===== config.mk =====
export PLATFORM = sky130hd
export DESIGN_NAME = port_a_pins
export DESIGN_NICKNAME = d
export VERILOG_FILES = /design/src/core/port_a_pkg.sv /design/src/core/port_a_pins.sv /design/src/core/cycle_clock_divider.sv /design/src/core/port_pin_cell.sv
export SDC_FILE = /design/constraint.sdc
export NUM_CORES = 1
export LEC_CHECK = 0
export ABC_AREA = 1
export ABC_CLOCK_PERIOD_IN_PS = 1700
export BUFFER_PORTS_ARGS = -buffer_cell sky130_fd_sc_hd__buf_2
export CAP_MARGIN = 15
export CORE_MARGIN = 2
export CORE_UTILIZATION = 32
export CTS_CLUSTER_SIZE = 28
export DETAILED_ROUTE_END_ITERATION = 12
export GPL_TIMING_DRIVEN = 0
export PLACE_DENSITY = 0.53
export SLEW_MARGIN = 10
export SYNTH_ARGS = -nofsm -noshare
export SYNTH_HDL_FRONTEND = slang
export SYNTH_SLANG_ARGS = --single-unit

===== constraint.sdc =====
create_clock -name core_clk -period 1.7 [get_ports core_clk]
set_input_delay 0.425 -clock core_clk [delete_from_list [all_inputs] [get_ports core_clk]]
set_output_delay 0.425 -clock core_clk [all_outputs]
set_load 0.05 [all_outputs]

===== src/core/port_a_pkg.sv =====
package port_a_pkg;

   // ************************************************************
   // Register offsets
   // ************************************************************
   localparam logic [2:0] OFS_PIN_LEVEL_PORT = 3'h0;
   localparam logic [2:0] OFS_OUTPUT_LATCH = 3'h1;
   localparam logic [2:0] OFS_PIN_DIRECTION = 3'h2;
   localparam logic [2:0] OFS_CONVERTER_PIN_CONFIG = 3'h3;
   localparam logic [2:0] OFS_COMPARATOR_CONTROL = 3'h4;
   localparam logic [2:0] OFS_COMPARATOR_REFERENCE_CONTROL = 3'h5;

   // ************************************************************
   // Reset values
   // ************************************************************
   localparam logic [7:0] RST_OUTPUT_LATCH = 8'h00;
   localparam logic [7:0] RST_PIN_DIRECTION = 8'hff;
   localparam logic [7:0] RST_CONVERTER_PIN_CONFIG = 8'h00;
   localparam logic [5:0] RST_COMPARATOR_CONTROL = 6'h07;
   localparam logic [7:0] RST_COMPARATOR_REFERENCE_CONTROL = 8'h00;
   localparam logic [7:0] RST_READ_DATA = 8'h00;

   // ************************************************************
   // Field positions and masks
   // ************************************************************
   localparam int unsigned POS_REFERENCE_SELECT_LOW = 4;
   localparam int unsigned POS_REFERENCE_SELECT_HIGH = 5;
   localparam logic [7:0] MASK_CONVERTER_PIN_CONFIG = 8'h3f;
   localparam int unsigned POS_COMPARATOR_TWO_RESULT = 7;
   localparam int unsigned POS_COMPARATOR_ONE_RESULT = 6;
   localparam int unsigned POS_REFERENCE_ENABLE = 7;
   localparam int unsigned POS_REFERENCE_OUTPUT_ENABLE = 6;
   localparam logic [3:0] ANALOG_PIN_SELECT_LIMIT = 4'he;
   localparam logic [2:0] COMPARATOR_MODE_OFF = 3'h7;
   localparam logic [2:0] COMPARATOR_MODE_OUTPUTS = 3'h3;

   // ************************************************************
   // Cycle clock
   // ************************************************************
   localparam int unsigned CYCLE_CLOCK_DIVIDE = 4;

   // ************************************************************
   // Oscillator configuration
   // ************************************************************
   typedef enum logic [3:0] {
      crystal_low_power = 4'h0,
      crystal_standard = 4'h1,
      crystal_high_speed = 4'h2,
      crystal_high_speed_pll = 4'h3,
      rc_osc_with_clock_out = 4'h4,
      rc_osc_with_port_pin = 4'h5,
      external_clock_with_clock_out = 4'h6,
      external_clock_with_port_pin = 4'h7,
      internal_osc_with_port_pin = 4'h8,
      internal_osc_with_clock_out = 4'h9
   } osc_mode_type;

endpackage : port_a_pkg


===== src/core/port_a_pins.sv =====
// Design decisions made here: the placing of the registers and the plain strobed port.
`timescale 1ns/1ps
`default_nettype none

module port_a_pins #(
   parameter int unsigned PORT_WIDTH = 8,
   parameter int unsigned CYCLE_DIVIDE = port_a_pkg::CYCLE_CLOCK_DIVIDE
) (
   input wire logic core_clk,
   input wire logic sys_rst,
   input wire logic [2:0] reg_addr,
   input wire logic [7:0] reg_wdata,
   input wire logic reg_wr,
   input wire logic reg_rd,
   output logic [7:0] reg_rdata,
   input wire logic [PORT_WIDTH-1:0] pad_in,
   output logic [PORT_WIDTH-1:0] pad_out,
   output logic [PORT_WIDTH-1:0] pad_oe,
   input wire port_a_pkg::osc_mode_type osc_mode,
   input wire logic comparator_one_result,
   input wire logic comparator_two_result,
   output logic timer_zero_clock_in,
   output logic slave_select_in,
   output logic [4:0] analog_channel_enable,
   output logic comparators_enabled,
   output logic reference_voltage_out
);

   // ************************************************************
   // Types and checks
   // ************************************************************
   typedef struct packed {
      logic [7:0] latch;
      logic [7:0] direction;
      logic [7:0] converter_cfg;
      logic [5:0] comparator_cfg;
      logic [7:0] reference_cfg;
      logic [7:0] read_data;
   } port_state_type;

   // One flag per mapped register
   typedef struct packed {
      logic pin_level_port;
      logic output_latch;
      logic pin_direction;
      logic converter_pin_config;
      logic comparator_control;
      logic comparator_reference_control;
   } reg_select_type;

   generate
      if (PORT_WIDTH != 8) begin : g_bad_width
         $error("port width must be 8");
      end
      if (CYCLE_DIVIDE < 2) begin : g_bad_divide
         $error("cycle clock divide must be at least 2");
      end
      // Channel four must not wrap below zero
      if (port_a_pkg::ANALOG_PIN_SELECT_LIMIT < 4'h4) begin : g_bad_limit
         $error("analog select limit leaves no room for five channels");
      end
   endgenerate

   // ************************************************************
   // Decode functions
   // ************************************************************
   // Converter channel n is analog while the select field is at or below the limit minus n
   function automatic logic channel_is_analog(input logic [3:0] pin_select, input logic [3:0] channel);
      logic [3:0] limit;
      limit = port_a_pkg::ANALOG_PIN_SELECT_LIMIT - channel;
      return pin_select <= limit;
   endfunction : channel_is_analog

   function automatic logic bit6_is_port(input port_a_pkg::osc_mode_type mode);
      logic hit;
      hit = 1'b0;
      case (mode)
         port_a_pkg::rc_osc_with_port_pin,
         port_a_pkg::internal_osc_with_port_pin,
         port_a_pkg::external_clock_with_port_pin: begin
            hit = 1'b1;
         end
         default: begin
            hit = 1'b0;
         end
      endcase
      return hit;
   endfunction : bit6_is_port

   function automatic logic bit6_is_clock_out(input port_a_pkg::osc_mode_type mode);
      logic hit;
      hit = 1'b0;
      case (mode)
         port_a_pkg::rc_osc_with_clock_out,
         port_a_pkg::internal_osc_with_clock_out,
         port_a_pkg::external_clock_with_clock_out: begin
            hit = 1'b1;
         end
         default: begin
            hit = 1'b0;
         end
      endcase
      return hit;
   endfunction : bit6_is_clock_out

   function automatic logic bit7_is_port(input port_a_pkg::osc_mode_type mode);
      return (mode == port_a_pkg::internal_osc_with_port_pin) ||
             (mode == port_a_pkg::internal_osc_with_clock_out);
   endfunction : bit7_is_port

   // Address decode shared by the write and read paths
   function automatic reg_select_type decode_reg(input logic [2:0] addr);
      reg_select_type sel;
      sel = '0;
      if (addr == port_a_pkg::OFS_PIN_LEVEL_PORT) begin
         sel.pin_level_port = 1'b1;
      end else if (addr == port_a_pkg::OFS_OUTPUT_LATCH) begin
         sel.output_latch = 1'b1;
      end else if (addr == port_a_pkg::OFS_PIN_DIRECTION) begin
         sel.pin_direction = 1'b1;
      end else if (addr == port_a_pkg::OFS_CONVERTER_PIN_CONFIG) begin
         sel.converter_pin_config = 1'b1;
      end else if (addr == port_a_pkg::OFS_COMPARATOR_CONTROL) begin
         sel.comparator_control = 1'b1;
      end else if (addr == port_a_pkg::OFS_COMPARATOR_REFERENCE_CONTROL) begin
         sel.comparator_reference_control = 1'b1;
      end
      return sel;
   endfunction : decode_reg

   // Values held while reset is applied
   function automatic port_state_type reset_state();
      port_state_type s;
      s.latch = port_a_pkg::RST_OUTPUT_LATCH;
      s.direction = port_a_pkg::RST_PIN_DIRECTION;
      s.converter_cfg = port_a_pkg::RST_CONVERTER_PIN_CONFIG;
      s.comparator_cfg = port_a_pkg::RST_COMPARATOR_CONTROL;
      s.reference_cfg = port_a_pkg::RST_COMPARATOR_REFERENCE_CONTROL;
      s.read_data = port_a_pkg::RST_READ_DATA;
      return s;
   endfunction : reset_state

   // ************************************************************
   // State
   // ************************************************************
   port_state_type state_q;
   port_state_type state_d;

   logic cycle_clock;
   logic [7:0] port_pin;
   logic [7:0] pin_level;
   logic [7:0] alt_select;
   logic [7:0] alt_value;
   logic [7:0] force_drive;
   logic [7:0] drive_off;
   logic [7:0] input_off;
   logic [4:0] chan_analog;
   logic comparator_on;
   logic comparator_routed;
   logic reference_pin;
   logic bit2_analog;
   logic [7:0] port_read;
   reg_select_type wr_sel;
   reg_select_type rd_sel;
   logic [7:0] read_value;

   cycle_clock_divider #(
      .DIVIDE(CYCLE_DIVIDE)
   ) u_cycle_clock (
      .core_clk(core_clk),
      .sys_rst(sys_rst),
      .cycle_clock(cycle_clock)
   );

   // ************************************************************
   // Pin function selection
   // ************************************************************
   always_comb begin
      for (int n = 0; n < 5; n++) begin
         chan_analog[n] = channel_is_analog(state_q.converter_cfg[3:0], 4'(n));
      end
      comparator_on = state_q.comparator_cfg[2:0] != port_a_pkg::COMPARATOR_MODE_OFF;
      comparator_routed = state_q.comparator_cfg[2:0] == port_a_pkg::COMPARATOR_MODE_OUTPUTS;
      reference_pin = state_q.reference_cfg[port_a_pkg::POS_REFERENCE_ENABLE] &
                      state_q.reference_cfg[port_a_pkg::POS_REFERENCE_OUTPUT_ENABLE];
      bit2_analog = chan_analog[2] | comparator_on |
                    state_q.converter_cfg[port_a_pkg::POS_REFERENCE_SELECT_LOW];
      port_pin = 8'h3f;
      port_pin[6] = bit6_is_port(osc_mode);
      port_pin[7] = bit7_is_port(osc_mode);

      alt_select = 8'h00;
      alt_value = 8'h00;
      force_drive = 8'h00;
      drive_off = ~port_pin;
      input_off = ~port_pin;

      // Analog selection only blocks the digital input, never the driver
      input_off[0] = chan_analog[0] | comparator_on;
      input_off[1] = chan_analog[1] | comparator_on;
      input_off[2] = bit2_analog | reference_pin;
      input_off[3] = chan_analog[3] | comparator_on |
                     state_q.converter_cfg[port_a_pkg::POS_REFERENCE_SELECT_HIGH];
      input_off[4] = 1'b0;
      input_off[5] = chan_analog[4];

      // Reference output owns bit 2 whatever the direction
      drive_off[2] = reference_pin;
      input_off[2] = input_off[2] | reference_pin;

      // Comparator results take priority over the latch
      alt_select[4] = comparator_routed;
      alt_value[4] = comparator_one_result;
      alt_select[5] = comparator_routed;
      alt_value[5] = comparator_two_result;

      // Quarter-rate cycle clock drives bit 6 regardless of direction
      if (bit6_is_clock_out(osc_mode)) begin
         alt_select[6] = 1'b1;
         alt_value[6] = cycle_clock;
         force_drive[6] = 1'b1;
      end
   end

   // ************************************************************
   // Pin cells
   // ************************************************************
   generate
      for (genvar i = 0; i < 8; i++) begin : g_pin
         port_pin_cell u_cell (
            .direction(state_q.direction[i]),
            .latch(state_q.latch[i]),
            .alt_select(alt_select[i]),
            .alt_value(alt_value[i]),
            .force_drive(force_drive[i]),
            .drive_off(drive_off[i]),
            .input_off(input_off[i]),
            .pad_in(pad_in[i]),
            .pad_out(pad_out[i]),
            .pad_oe(pad_oe[i]),
            .level(pin_level[i])
         );
      end
   endgenerate

   // ************************************************************
   // Peripheral inputs
   // ************************************************************
   always_comb begin
      timer_zero_clock_in = pad_in[4];
      slave_select_in = pad_in[5] & state_q.direction[5];
      analog_channel_enable = chan_analog;
      comparators_enabled = comparator_on;
      reference_voltage_out = reference_pin;
      port_read = pin_level & port_pin;
   end

   // ************************************************************
   // Register select
   // ************************************************************
   // Strobe-qualified selects; an unmapped offset selects nothing
   always_comb begin
      wr_sel = '0;
      rd_sel = '0;
      if (reg_wr) begin
         wr_sel = decode_reg(reg_addr);
      end
      if (reg_rd) begin
         rd_sel = decode_reg(reg_addr);
      end
   end

   // ************************************************************
   // Read-back
   // ************************************************************
   always_comb begin
      if (rd_sel.pin_level_port) begin
         read_value = port_read;
      end else if (rd_sel.output_latch) begin
         read_value = state_q.latch & port_pin;
      end else if (rd_sel.pin_direction) begin
         read_value = state_q.direction & port_pin;
      end else if (rd_sel.converter_pin_config) begin
         read_value = state_q.converter_cfg;
      end else if (rd_sel.comparator_control) begin
         read_value = {comparator_two_result, comparator_one_result, state_q.comparator_cfg};
      end else if (rd_sel.comparator_reference_control) begin
         read_value = state_q.reference_cfg;
      end else begin
         read_value = 8'h00;
      end
   end

   // ************************************************************
   // Register update
   // ************************************************************
   always_comb begin
      state_d = state_q;
      if (wr_sel.pin_level_port) begin
         state_d.latch = reg_wdata;
      end else if (wr_sel.output_latch) begin
         state_d.latch = reg_wdata;
      end else if (wr_sel.pin_direction) begin
         state_d.direction = reg_wdata;
      end else if (wr_sel.converter_pin_config) begin
         state_d.converter_cfg = reg_wdata & port_a_pkg::MASK_CONVERTER_PIN_CONFIG;
      end else if (wr_sel.comparator_control) begin
         state_d.comparator_cfg = reg_wdata[5:0];
      end else if (wr_sel.comparator_reference_control) begin
         state_d.reference_cfg = reg_wdata;
      end
      // Read data stand one cycle, then fall back to zero
      state_d.read_data = read_value;
   end

   always_ff @(posedge core_clk) begin
      if (sys_rst) begin
         state_q <= reset_state();
      end else begin
         state_q <= state_d;
      end
   end

   assign reg_rdata = state_q.read_data;

endmodule : port_a_pins

`default_nettype wire


===== src/core/cycle_clock_divider.sv =====
`timescale 1ns/1ps
`default_nettype none

module cycle_clock_divider #(
   parameter int unsigned DIVIDE = port_a_pkg::CYCLE_CLOCK_DIVIDE
) (
   input wire logic core_clk,
   input wire logic sys_rst,
   output logic cycle_clock
);

   localparam int unsigned CW = $clog2(DIVIDE);

   typedef struct packed {
      logic [CW-1:0] count;
      logic level;
   } div_state_type;

   div_state_type state_q;
   div_state_type state_d;

   generate
      if (DIVIDE < 2 || (DIVIDE & (DIVIDE - 1)) != 0) begin : g_bad_divide
         $error("cycle clock divide must be a power of two of at least 2");
      end
   endgenerate

   // Level is high in the upper half of each period
   always_comb begin
      state_d = state_q;
      state_d.count = state_q.count + CW'(1);
      state_d.level = state_d.count[CW-1];
   end

   always_ff @(posedge core_clk) begin
      if (sys_rst) begin
         state_q <= '0;
      end else begin
         state_q <= state_d;
      end
   end

   assign cycle_clock = state_q.level;

endmodule : cycle_clock_divider

`default_nettype wire


===== src/core/port_pin_cell.sv =====
`timescale 1ns/1ps
`default_nettype none

module port_pin_cell (
   input wire logic direction,
   input wire logic latch,
   input wire logic alt_select,
   input wire logic alt_value,
   input wire logic force_drive,
   input wire logic drive_off,
   input wire logic input_off,
   input wire logic pad_in,
   output logic pad_out,
   output logic pad_oe,
   output logic level
);

   // Peripheral value replaces the latch; drive set by direction unless forced on or blocked by drive_off
   always_comb begin
      pad_out = alt_select ? alt_value : latch;
      pad_oe = force_drive | (~drive_off & ~direction);
      level = pad_in & ~input_off;
   end

endmodule : port_pin_cell

`default_nettype wire


==> out/results.txt, run 1 <==
Die width = 90.6 um
Mean Syn Cell Area = 6.96 um^2
LEAKAGE = 1.51 nW
Rows = 31
Post-route ant nets = 0
Register area share after synthesis = 0.384
Critical Path AT = 1.41 ns
Sink Count = 46
Hold Crit Class = primary input to register
Power Total = 2.25 mW
Die Ht = 90.6 um
Final setup margin = -0.134 ns
Proportion of layout cells with a drive suffix above 1 = 0.326
GPL Wtd Cong = 0.856
Asr flop ratio synth = 0
Routed WL per cell = 14.1 um
Final clock skew = 0.00532 ns
CP required = 1.27 ns
Combinational power share = 0.202
First-pass GRT wire length = 11.7 mm
Max frequency = 545 MHz
Switch Pwr = 700 uW
Num CTS Buffers = 5
P&R area growth vs syn = 26.7%
# diodes = 0
WHS = 0.330 ns
# hold bufs at CTS = 0
CTS tree = yes
Register area = 933 um^2
Worst-path clk slew = 0.09 ns
Fin. Hold Viols = 0
CTS H-tree depth = 2
Root Buffer = clkbuf_8
Minimum clock period = 1.83 ns
Max Slew Vio Count = 0
Cell Area, Synth = 2400 um^2
Vias per cell = 4.71
Final cell count without fillers = 513
Placed cell count = 503
Maximum vdd drop = 0.423 mV
DRC = 0
Initial antenna violation count = 0
Synth Register Bits = 46
CP Class = register to output port
Worst Reg2Reg Path Length in Cells = 7
HPWL after DPL = 5.56 mm
Worst slew margin = 0.626
Clock latency on the worst-skew pair = 0.30 ns
Count of unique library cells instantiated by Yosys = 27
Ys Warns = 0
Crit. End Element = output port
Status = finished with violations
Net switching fraction of the power = 0.311
Internal = 1.55 mW
Core ar. = 7250 um^2
Sequential Power Share = 0.509
Die area = 8210 um^2
Filler instances = 793
PwrDens = 741 nW/um^2
Max-Cap Viols = 0
Fin crit share = 1.08
Pin count of the biggest net entering global routing = 14
Failing checks = setup timing
Initial core utilization = 0.331
Buffers on Ports = 59
Final nets = 443
RSZ-0062 raised after global routing = true
Hold Crit Depth = 2
CP max FO = 2
Clock network fraction of total power = 0.289
CTS Buffer Depth = 2
Area taken by multi-input logic gates = 1110 um^2
Syn_nets = 374
Post-synth top flop = dfxtp_1
Global-route usage over all layers = 0.182
Routed vias = 2415
Pre-antenna DRT Iters = 4
Final wirelength = 7.21 mm
Finished Core Util = 0.419
Startpoint types = register
# setup viols final = 2
Cell count after synthesis = 345
Total global routing overflow = 0
Place WS = -0.384 ns
1st-iter DRT viols = 101
Number of top-level pins = 62
Worst-Margin Slew = 0.559 ns
Number of global-route vias before repair = 2328
EDFF count, synth = 0
-- through the flow --
stage / TNS [ns] / cell area [um^2]
final: -0.261 / 3040
after global routing: -0.406 / 3040
after CTS: -0.309 / 2990
after detailed placement: -1.24 / 2830
after global placement: -1.20 / 2830
after floorplan: 0 / 2410
-- kinds of logic (layout without fill, tap and decap cells) --
kind of cell | count (synthesis) | in the layout | share of synthesized area
AO/OA/AOI/OAI | 57 | 57 | 0.126
XOR/XNOR | 1 | 1 | 0.00365
buffers and inverters | 81 | 150 | 0.172
flip-flops | 46 | 46 | 0.384
multiplexers | 2 | 2 | 0.00938
AND/OR/NAND/NOR | 158 | 158 | 0.306
-- registers in the layout, summed over array words and instances, names as in the netlist --
| name | cells |
|---|---|
| reg_rdata | 8 |
| state_q | 36 |
| u_cycle_clock.cycle_clock | 1 |
| u_cycle_clock.state_q | 1 |
-- critical path, stage by stage (launching register included) --
cell and delay (ns):
dfxtp_2 0.33, nand3b_1 0.26, mux2_4 0.37, buf_8 0.15
-- area by class of cell --
class | instances | area share
inverter | 44 | 0.0551
sequential | 46 | 0.307
tap | 99 | 0.0407
buffer | 35 | 0.0765
clock buffer | 5 | 0.0226
timing repair buffer | 64 | 0.128
multi-input combinational | 218 | 0.367
clock inverter | 2 | 0.00329
-- final timing paths --
kind	to	slack, ns	startpoint
worst min-delay path	u_cycle_clock.state_q[1]$_SDFF_PP0_	0.33	sys_rst
worst max-delay path	pad_out[5]	-0.13	state_q[18]$_SDFFE_PP1P_
worst max register to register	reg_rdata[0]$_SDFF_PP0_	0.43	state_q[18]$_SDFFE_PP1P_
worst min register to register	u_cycle_clock.state_q[1]$_SDFF_PP0_	0.44	u_cycle_clock.state_q[1]$_SDFF_PP0_
-- power groups by stage --
stage | clock [mW] | sequential, mW | combinational [mW]
after floorplan | 0 | 1.16 | 0.290
after global routing | 0.714 | 1.15 | 0.493
after detailed placement | 0 | 1.17 | 0.417
after CTS | 0.675 | 1.15 | 0.441
after global placement | 0 | 1.17 | 0.415
final | 0.651 | 1.15 | 0.455
-- repair_timing --
item                                    CTS  global route
endpoints found under the setup margin    7             8
pin swaps                                 3             5
buffers inserted                          3             2
gates resized for setup                  27            18
-- layout by cell type (no fill, tap or decap), types with 4 or more instances in the layout --
cell type  Yosys  layout
nand4_1       13      13
nor2_2         1       4
dfxtp_1       46      38
nor2_1        49      45
clkbuf_8       0       5
nand3_1       35      35
buf_4         28      33
o21ai_0       28      25
a21oi_1       19      19
nor2_4         3       4
nand2_1       49      44
clkbuf_1       4       4
inv_2          3       5
buf_8          0       5
inv_1         41      38
dfxtp_2        0       7
nand2_2        1       5
o21ai_1        3       4
buf_2          3      54
o211ai_1       6       6
-- layer usage --
| metal | vias to the layer above | part of all wire | GRT usage |
|---|---|---|---|
| met5 | - | 0 | 0 |
| met4 | 0 | 0.012 | 0.0410 |
| met3 | 8 | 0.061 | 0.0392 |
| met2 | 69 | 0.47 | 0.305 |
| met1 | 1102 | 0.46 | 0.239 |
| li1 | 1236 | - | - |
-- cell usage after synthesis (4+ instances only) --
master    number  area, um^2
buf_4         28         210
clkbuf_1       4        15.0
dfxtp_1       46         921
nand3_1       35         175
o211ai_1       6        45.0
o21ai_0       28         140
nor2_1        49         184
nand4_1       13        81.3
inv_1         41         154
nand2_1       49         184
a21oi_1       19        95.1
No activity file was read; power rests on OpenSTA's default activity.
==> run 2: changes to the inputs <==
Settings changed: CAP_MARGIN 15 to default, GPL_TIMING_DRIVEN 0 to default.
==> run 2 against run 1 <==
Via count shrank 3.1%; clock skew about the same; cell count is 4.1% lower; global-route usage fell by 1.1 points; register-to-register slack better by 0.03 ns; sequential share of layout area rose by 0.90 points; critical path type unchanged; hold slack better by 0.016 ns; critical endpoint is now pad_out[4]; the flow still finishes with violations (setup timing); sequential power about the same; design area fell by 3.4%.
==> out/results.txt, run 2 (same netlist as run 1, synthesis figures left out) <==
# hold bufs at CTS = 0 (unchanged)
Die width = 90.6 um (unchanged)
Final setup margin = -0.0863 ns (+0.0479 ns)
Placed cell count = 482 (-4.2%)
Fin. Hold Viols = 0 (unchanged)
Num CTS Buffers = 5 (unchanged)
Number of top-level pins = 62 (unchanged)
R2r setup slk = 0.46 ns (+0.03 ns)
Sink Count = 46 (unchanged)
Critical Path AT = 1.36 ns (-0.05 ns)
HP Start = sys_rst
Pin count of the biggest net entering global routing = 27 (+13)
Worst-Margin Slew = 0.330 ns (-0.228 ns)
Maximum vdd drop = 0.358 mV (-15%)
Worst hold path endpoint = u_cycle_clock.cycle_clock$_SDFF_PP0_
LEAKAGE = 1.44 nW (-4.8%)
Critical Path Max Stage Delay = 0.35 ns (-0.02 ns)
Reg with most FFs = state_q
Fin crit share = 1.05 (-0.0282)
Number of global-route vias before repair = 2308 (-0.86%)
# setup viols final = 2 (unchanged)
Core ar. = 7250 um^2 (unchanged)
Die area = 8210 um^2 (unchanged)
PwrDens = 823 nW/um^2 (+11%)
WHS = 0.346 ns (+0.0155 ns)
CTS Buffer Depth = 2 (unchanged)
Reg2Reg Launch Point = state_q[18]$_SDFFE_PP1P_
Worst slew margin = 0.780 (+0.154)
Commonest non-fill, non-tap cell in the layout = buf_2
# diodes = 0 (unchanged)
Number of flip-flops in the largest register = 36 (unchanged)
Hold Crit Depth = 2 (unchanged)
Startpoint types = register
Post-route ant nets = 0 (unchanged)
Root Buffer = clkbuf_8
Initial antenna violation count = 0 (unchanged)
Slowest CP cell = mux2_4
HPWL after DPL = 5.24 mm (-5.9%)
CP max FO = 2 (unchanged)
CTS H-tree depth = 2 (unchanged)
Worst-path clk slew = 0.09 ns (about the same)
RSZ-0062 raised after global routing = true
DRC = 0 (unchanged)
Reg-to-Reg End = reg_rdata[3]$_SDFF_PP0_
Proportion of layout cells with a drive suffix above 1 = 0.300 (-0.0258)
Setup_tns = -0.163 ns (+0.0978 ns)
Routed vias = 2341 (-3.1%)
P&R area growth vs syn = 22.4%
Rows = 31 (unchanged)
Max-Cap Viols = 0 (unchanged)
Crit-path cells = nand3b_1 -> mux2_4 -> buf_8
Status = finished with violations
Hold Crit Class = primary input to register
Routed WL per cell = 13.9 um (-0.88%)
Initial core utilization = 0.331 (unchanged)
Total global routing overflow = 0 (unchanged)
Vias per cell = 4.76 (+1.1%)
CP Class = register to output port
CTS tree = yes
Crit. End Element = output port
Most frequent cells in the layout = 54 x buf_2, 45 x nand2_1, 45 x nor2_1
Final cell count without fillers = 492 (-4.1%)
Minimum clock period = 1.79 ns (-0.0479 ns)
GPL Wtd Cong = 0.876 (+2.3%)
Finished Core Util = 0.405 (-0.0141)
First-pass GRT wire length = 11.2 mm (-4.3%)
CP required = 1.27 ns (about the same)
Final clock skew = 0.00574 ns (+0.000419 ns)
Max Slew Vio Count = 0 (unchanged)
Worst Reg2Reg Path Length in Cells = 7 (unchanged)
Pre-antenna DRT Iters = 4 (unchanged)
Buffers on Ports = 61 (+3.4%)
Failing checks = setup timing
Global-route usage over all layers = 0.171 (-0.0110)
1st-iter DRT viols = 91 (-9.9%)
Final nets = 422 (-4.7%)
Clock latency on the worst-skew pair = 0.30 ns (about the same)
Max frequency = 560 MHz (+2.7%)
Die Ht = 90.6 um (unchanged)
Final wirelength = 6.86 mm (-4.9%)
-- run 2: changes by cell type in the layout (fill, tap and decap cells not counted), sizes merged --
cell / delta
buf: -18
clkbuf: -2
clkinv: -2
bufinv: +1
-- run 2: worst max-delay path, delay by kind of cell, from the launching register on --
| family | cells | cell delay (ns) |
|---|---|---|
| buf+inv | 1 | 0.15 |
| flops | 1 | 0.33 |
| mux | 1 | 0.35 |
| simple gates | 1 | 0.23 |
-- run 2: stage by stage --
stage                     power, mW  setup slack [ns]  cell area, um^2
final                          2.42           -0.0863             2940
after global routing           2.53            -0.135             2940
after floorplan                1.45           0.00201             2410
after CTS                      2.43            -0.101             2880
after detailed placement       1.57           -0.0908             2710
after global placement         1.57           -0.0525             2710
-- run 2: cell type report --
| cell class | count | area, um^2 |
|---|---|---|
| Fill cell | 809 | 4310 |
| Clock inverter | 1 | 30.0 |
| Timing Repair Buffer | 78 | 482 |
| Tap cell | 99 | 124 |
| Clock buffer | 6 | 82.6 |
| Inverter | 44 | 165 |
| Sequential cell | 46 | 928 |
| Multi-Input combinational cell | 218 | 1130 |
-- run 2: worst max path at each step --
stage,slack (ns),to,depth (start not counted),start
floorplan,0.002,analog_channel_enable[1],3,state_q[25]$_SDFFE_PP0P_
global placement,-0.05,pad_out[6],9,osc_mode[2]
detailed placement,-0.09,pad_out[6],9,osc_mode[2]
CTS,-0.10,pad_out[4],3,state_q[18]$_SDFFE_PP1P_
global route,-0.13,pad_out[4],3,state_q[18]$_SDFFE_PP1P_
finish,-0.09,pad_out[4],3,state_q[18]$_SDFFE_PP1P_
-- run 2: layer usage --
layer	track usage	vias to the layer above	routed length (um)
met3	0.0342	16	399
met1	0.228	1067	3190
met4	0.0654	0	137
met5	0	-	0
li1	-	1188	-
met2	0.271	70	3130
-- run 2: repair_timing --
item / CTS / global route
setup buffers: 2 / 1
pin swaps: 3 / 3
setup endpoints to repair: 7 / 8
gates resized for setup: 19 / 16
-- run 2: power breakdown --
| group | switching (mW) | leakage, nW | internal (mW) |
|---|---|---|---|
| Sequential | 0.0264 | 0.375 | 1.12 |
| Clock | 0.374 | 0.0573 | 0.471 |
| Combinational | 0.291 | 1.01 | 0.137 |
==> run 3: changes to the inputs <==
Settings changed: SKIP_LAST_GASP from default to 1.
==> run 3 against run 2 <==
The flow still finishes with violations (setup timing); clock power about the same; hold slack about the same; critical path depth unchanged; combinational power about the same; global-route usage unchanged; non-clock buffer count unchanged; highest routed layer unchanged.
==> out/results.txt, run 3 (same netlist as run 1, synthesis figures left out) <==
Worst Reg2Reg Path Length in Cells = 7 (unchanged)
# hold bufs at CTS = 0 (unchanged)
CTS H-tree depth = 2 (unchanged)
Initial core utilization = 0.331 (unchanged)
CP required = 1.27 ns (about the same)
HPWL after DPL = 5.24 mm (unchanged)
Total global routing overflow = 0 (unchanged)
Maximum vdd drop = 0.358 mV (about the same)
Core ar. = 7250 um^2 (unchanged)
Global-route usage over all layers = 0.171 (unchanged)
Pre-antenna DRT Iters = 4 (unchanged)
Worst hold path endpoint = u_cycle_clock.cycle_clock$_SDFF_PP0_
Max Slew Vio Count = 0 (unchanged)
Reg2Reg Launch Point = state_q[18]$_SDFFE_PP1P_
Number of global-route vias before repair = 2308 (unchanged)
LEAKAGE = 1.44 nW (-0.32%)
Number of top-level pins = 62 (unchanged)
Slowest CP cell = mux2_4
Post-placement cell area = 2710 um^2 (unchanged)
Startpoint types = register
Reg-to-Reg End = reg_rdata[3]$_SDFF_PP0_
Post-route ant nets = 0 (unchanged)
Num CTS Buffers = 5 (unchanged)
CTS tree = yes
CP max FO = 2 (unchanged)
Number of flip-flops in the largest register = 36 (unchanged)
Final nets = 422 (unchanged)
Finished Cell Area = 2930 um^2 (-0.17%)
Routed vias = 2343 (+0.085%)
RSZ-0062 raised after global routing = true
Minimum clock period = 1.79 ns (-0.000173 ns)
Net switching fraction of the power = 0.285 (-0.000359)
PwrDens = 824 nW/um^2 (about the same)
Status = finished with violations
Delay-heaviest family, CP = multiplexers
Sequential Power Share = 0.475 (about the same)
Fin crit share = 1.05 (about the same)
Internal = 1.73 mW (about the same)
Most frequent cells in the layout = 54 x buf_2, 45 x nand2_1, 45 x nor2_1
Area taken by multi-input logic gates = 1120 um^2 (-0.44%)
# setup viols final = 2 (unchanged)
Pin count of the biggest net entering global routing = 27 (unchanged)
Die width = 90.6 um (unchanged)
Critical Path AT = 1.36 ns (about the same)
DRC = 0 (unchanged)
Buf/Inv on CP = 1 (unchanged)
Filler instances = 812 (+0.37%)
Routed WL per cell = 13.9 um (-0.23%)
Register area = 928 um^2 (unchanged)
Rows = 31 (unchanged)
Vias per cell = 4.76 (about the same)
Final setup margin = -0.0861 ns (+0.000173 ns)
Buffers on Ports = 61 (unchanged)
Final clock skew = 0.00574 ns (-0.000000110 ns)
Final wirelength = 6.84 mm (-0.23%)
CTS Buffer Depth = 2 (unchanged)
Reg with most FFs = state_q
Crit-path cells = nand3b_1 -> mux2_4 -> buf_8
# diodes = 0 (unchanged)
HP Start = sys_rst
First-pass GRT wire length = 11.2 mm (unchanged)
Die Ht = 90.6 um (unchanged)
Crit path depth = 3 (unchanged)
Root Buffer = clkbuf_8
Proportion of layout cells with a drive suffix above 1 = 0.300 (unchanged)
Failing checks = setup timing
Crit. End Element = output port
WHS = 0.346 ns (+0.000173 ns)
Sink Count = 46 (unchanged)
Die area = 8210 um^2 (unchanged)
Worst-path clk slew = 0.09 ns (about the same)
Hold Crit Class = primary input to register
1st-iter DRT viols = 91 (unchanged)
Initial antenna violation count = 0 (unchanged)
GPL Wtd Cong = 0.876 (unchanged)
Combinational power share = 0.176 (about the same)
Worst-Margin Slew = 0.330 ns (unchanged)
Clock network fraction of total power = 0.349 (about the same)
Commonest non-fill, non-tap cell in the layout = buf_2
Worst slew margin = 0.780 (unchanged)
Fin. Hold Viols = 0 (unchanged)
R2r setup slk = 0.46 ns (about the same)
Hold Crit Depth = 2 (unchanged)
Clock latency on the worst-skew pair = 0.30 ns (about the same)
P&R area growth vs syn = 22.2%
Critical Path Max Stage Delay = 0.35 ns (about the same)
Switch Pwr = 690 uW (-0.20%)
CP Class = register to output port
Max frequency = 560 MHz (about the same)
Max-Cap Viols = 0 (unchanged)
[run 3: cell counts in the layout (fill, tap and decap cells not counted)]
Identical to the previous run, type by type.
[run 3: layout make-up]
| cell class | instances | area share |
|---|---|---|
| Multi-Input combinational cell | 218 | 0.383 |
| Tap cell | 99 | 0.0422 |
| Timing Repair Buffer | 78 | 0.164 |
| Sequential cell | 46 | 0.316 |
| Clock buffer | 6 | 0.0281 |
| Clock inverter | 1 | 0.0102 |
| Inverter | 44 | 0.0563 |
[run 3: worst max path at each step]
stage	startpoint	end
2_1_floorplan	state_q[25]$_SDFFE_PP0P_	analog_channel_enable[1]
3_3_place_gp	osc_mode[2]	pad_out[6]
3_5_place_dp	osc_mode[2]	pad_out[6]
4_1_cts	state_q[18]$_SDFFE_PP1P_	pad_out[4]
5_1_grt	state_q[18]$_SDFFE_PP1P_	pad_out[4]
6_report	state_q[18]$_SDFFE_PP1P_	pad_out[4]
[run 3: timing repair]
| action | in CTS | in global routing |
|---|---|---|
| buffers inserted | 2 | 1 |
| pin swaps | 3 | 3 |
| gates resized for setup | 19 | 15 |
| endpoints found under the setup margin | 7 | 8 |
| gates cloned | 0 | 0 |
[run 3: through the flow]
step	setup TNS, ns	total power [mW]	std cells	utilization	worst slack, ns
2_1_floorplan	0	1.45	345	-	0.00201
3_3_place_gp	-0.0685	1.57	482	0.373	-0.0525
3_5_place_dp	-0.139	1.57	482	0.373	-0.0908
4_1_cts	-0.208	2.43	491	0.398	-0.101
5_1_grt	-0.302	2.53	492	0.405	-0.135
6_report	-0.163	2.42	492	0.405	-0.0861
[run 3: per-layer routing]
metal | up-vias | GRT usage | share of wire
met5 | - | 0 | 0
met4 | 0 | 0.0654 | 0.020
met3 | 16 | 0.0342 | 0.059
met2 | 70 | 0.271 | 0.46
met1 | 1069 | 0.228 | 0.46
li1 | 1188 | - | -
[run 3: power by group through the flow]
stage / Combinational, mW / Sequential (mW) / Clock, mW
after floorplan: 0.290 / 1.16 / 0
after global placement: 0.395 / 1.17 / 0
after detailed placement: 0.397 / 1.17 / 0
after CTS: 0.416 / 1.15 / 0.867
after global routing: 0.466 / 1.15 / 0.912
final: 0.426 / 1.15 / 0.844
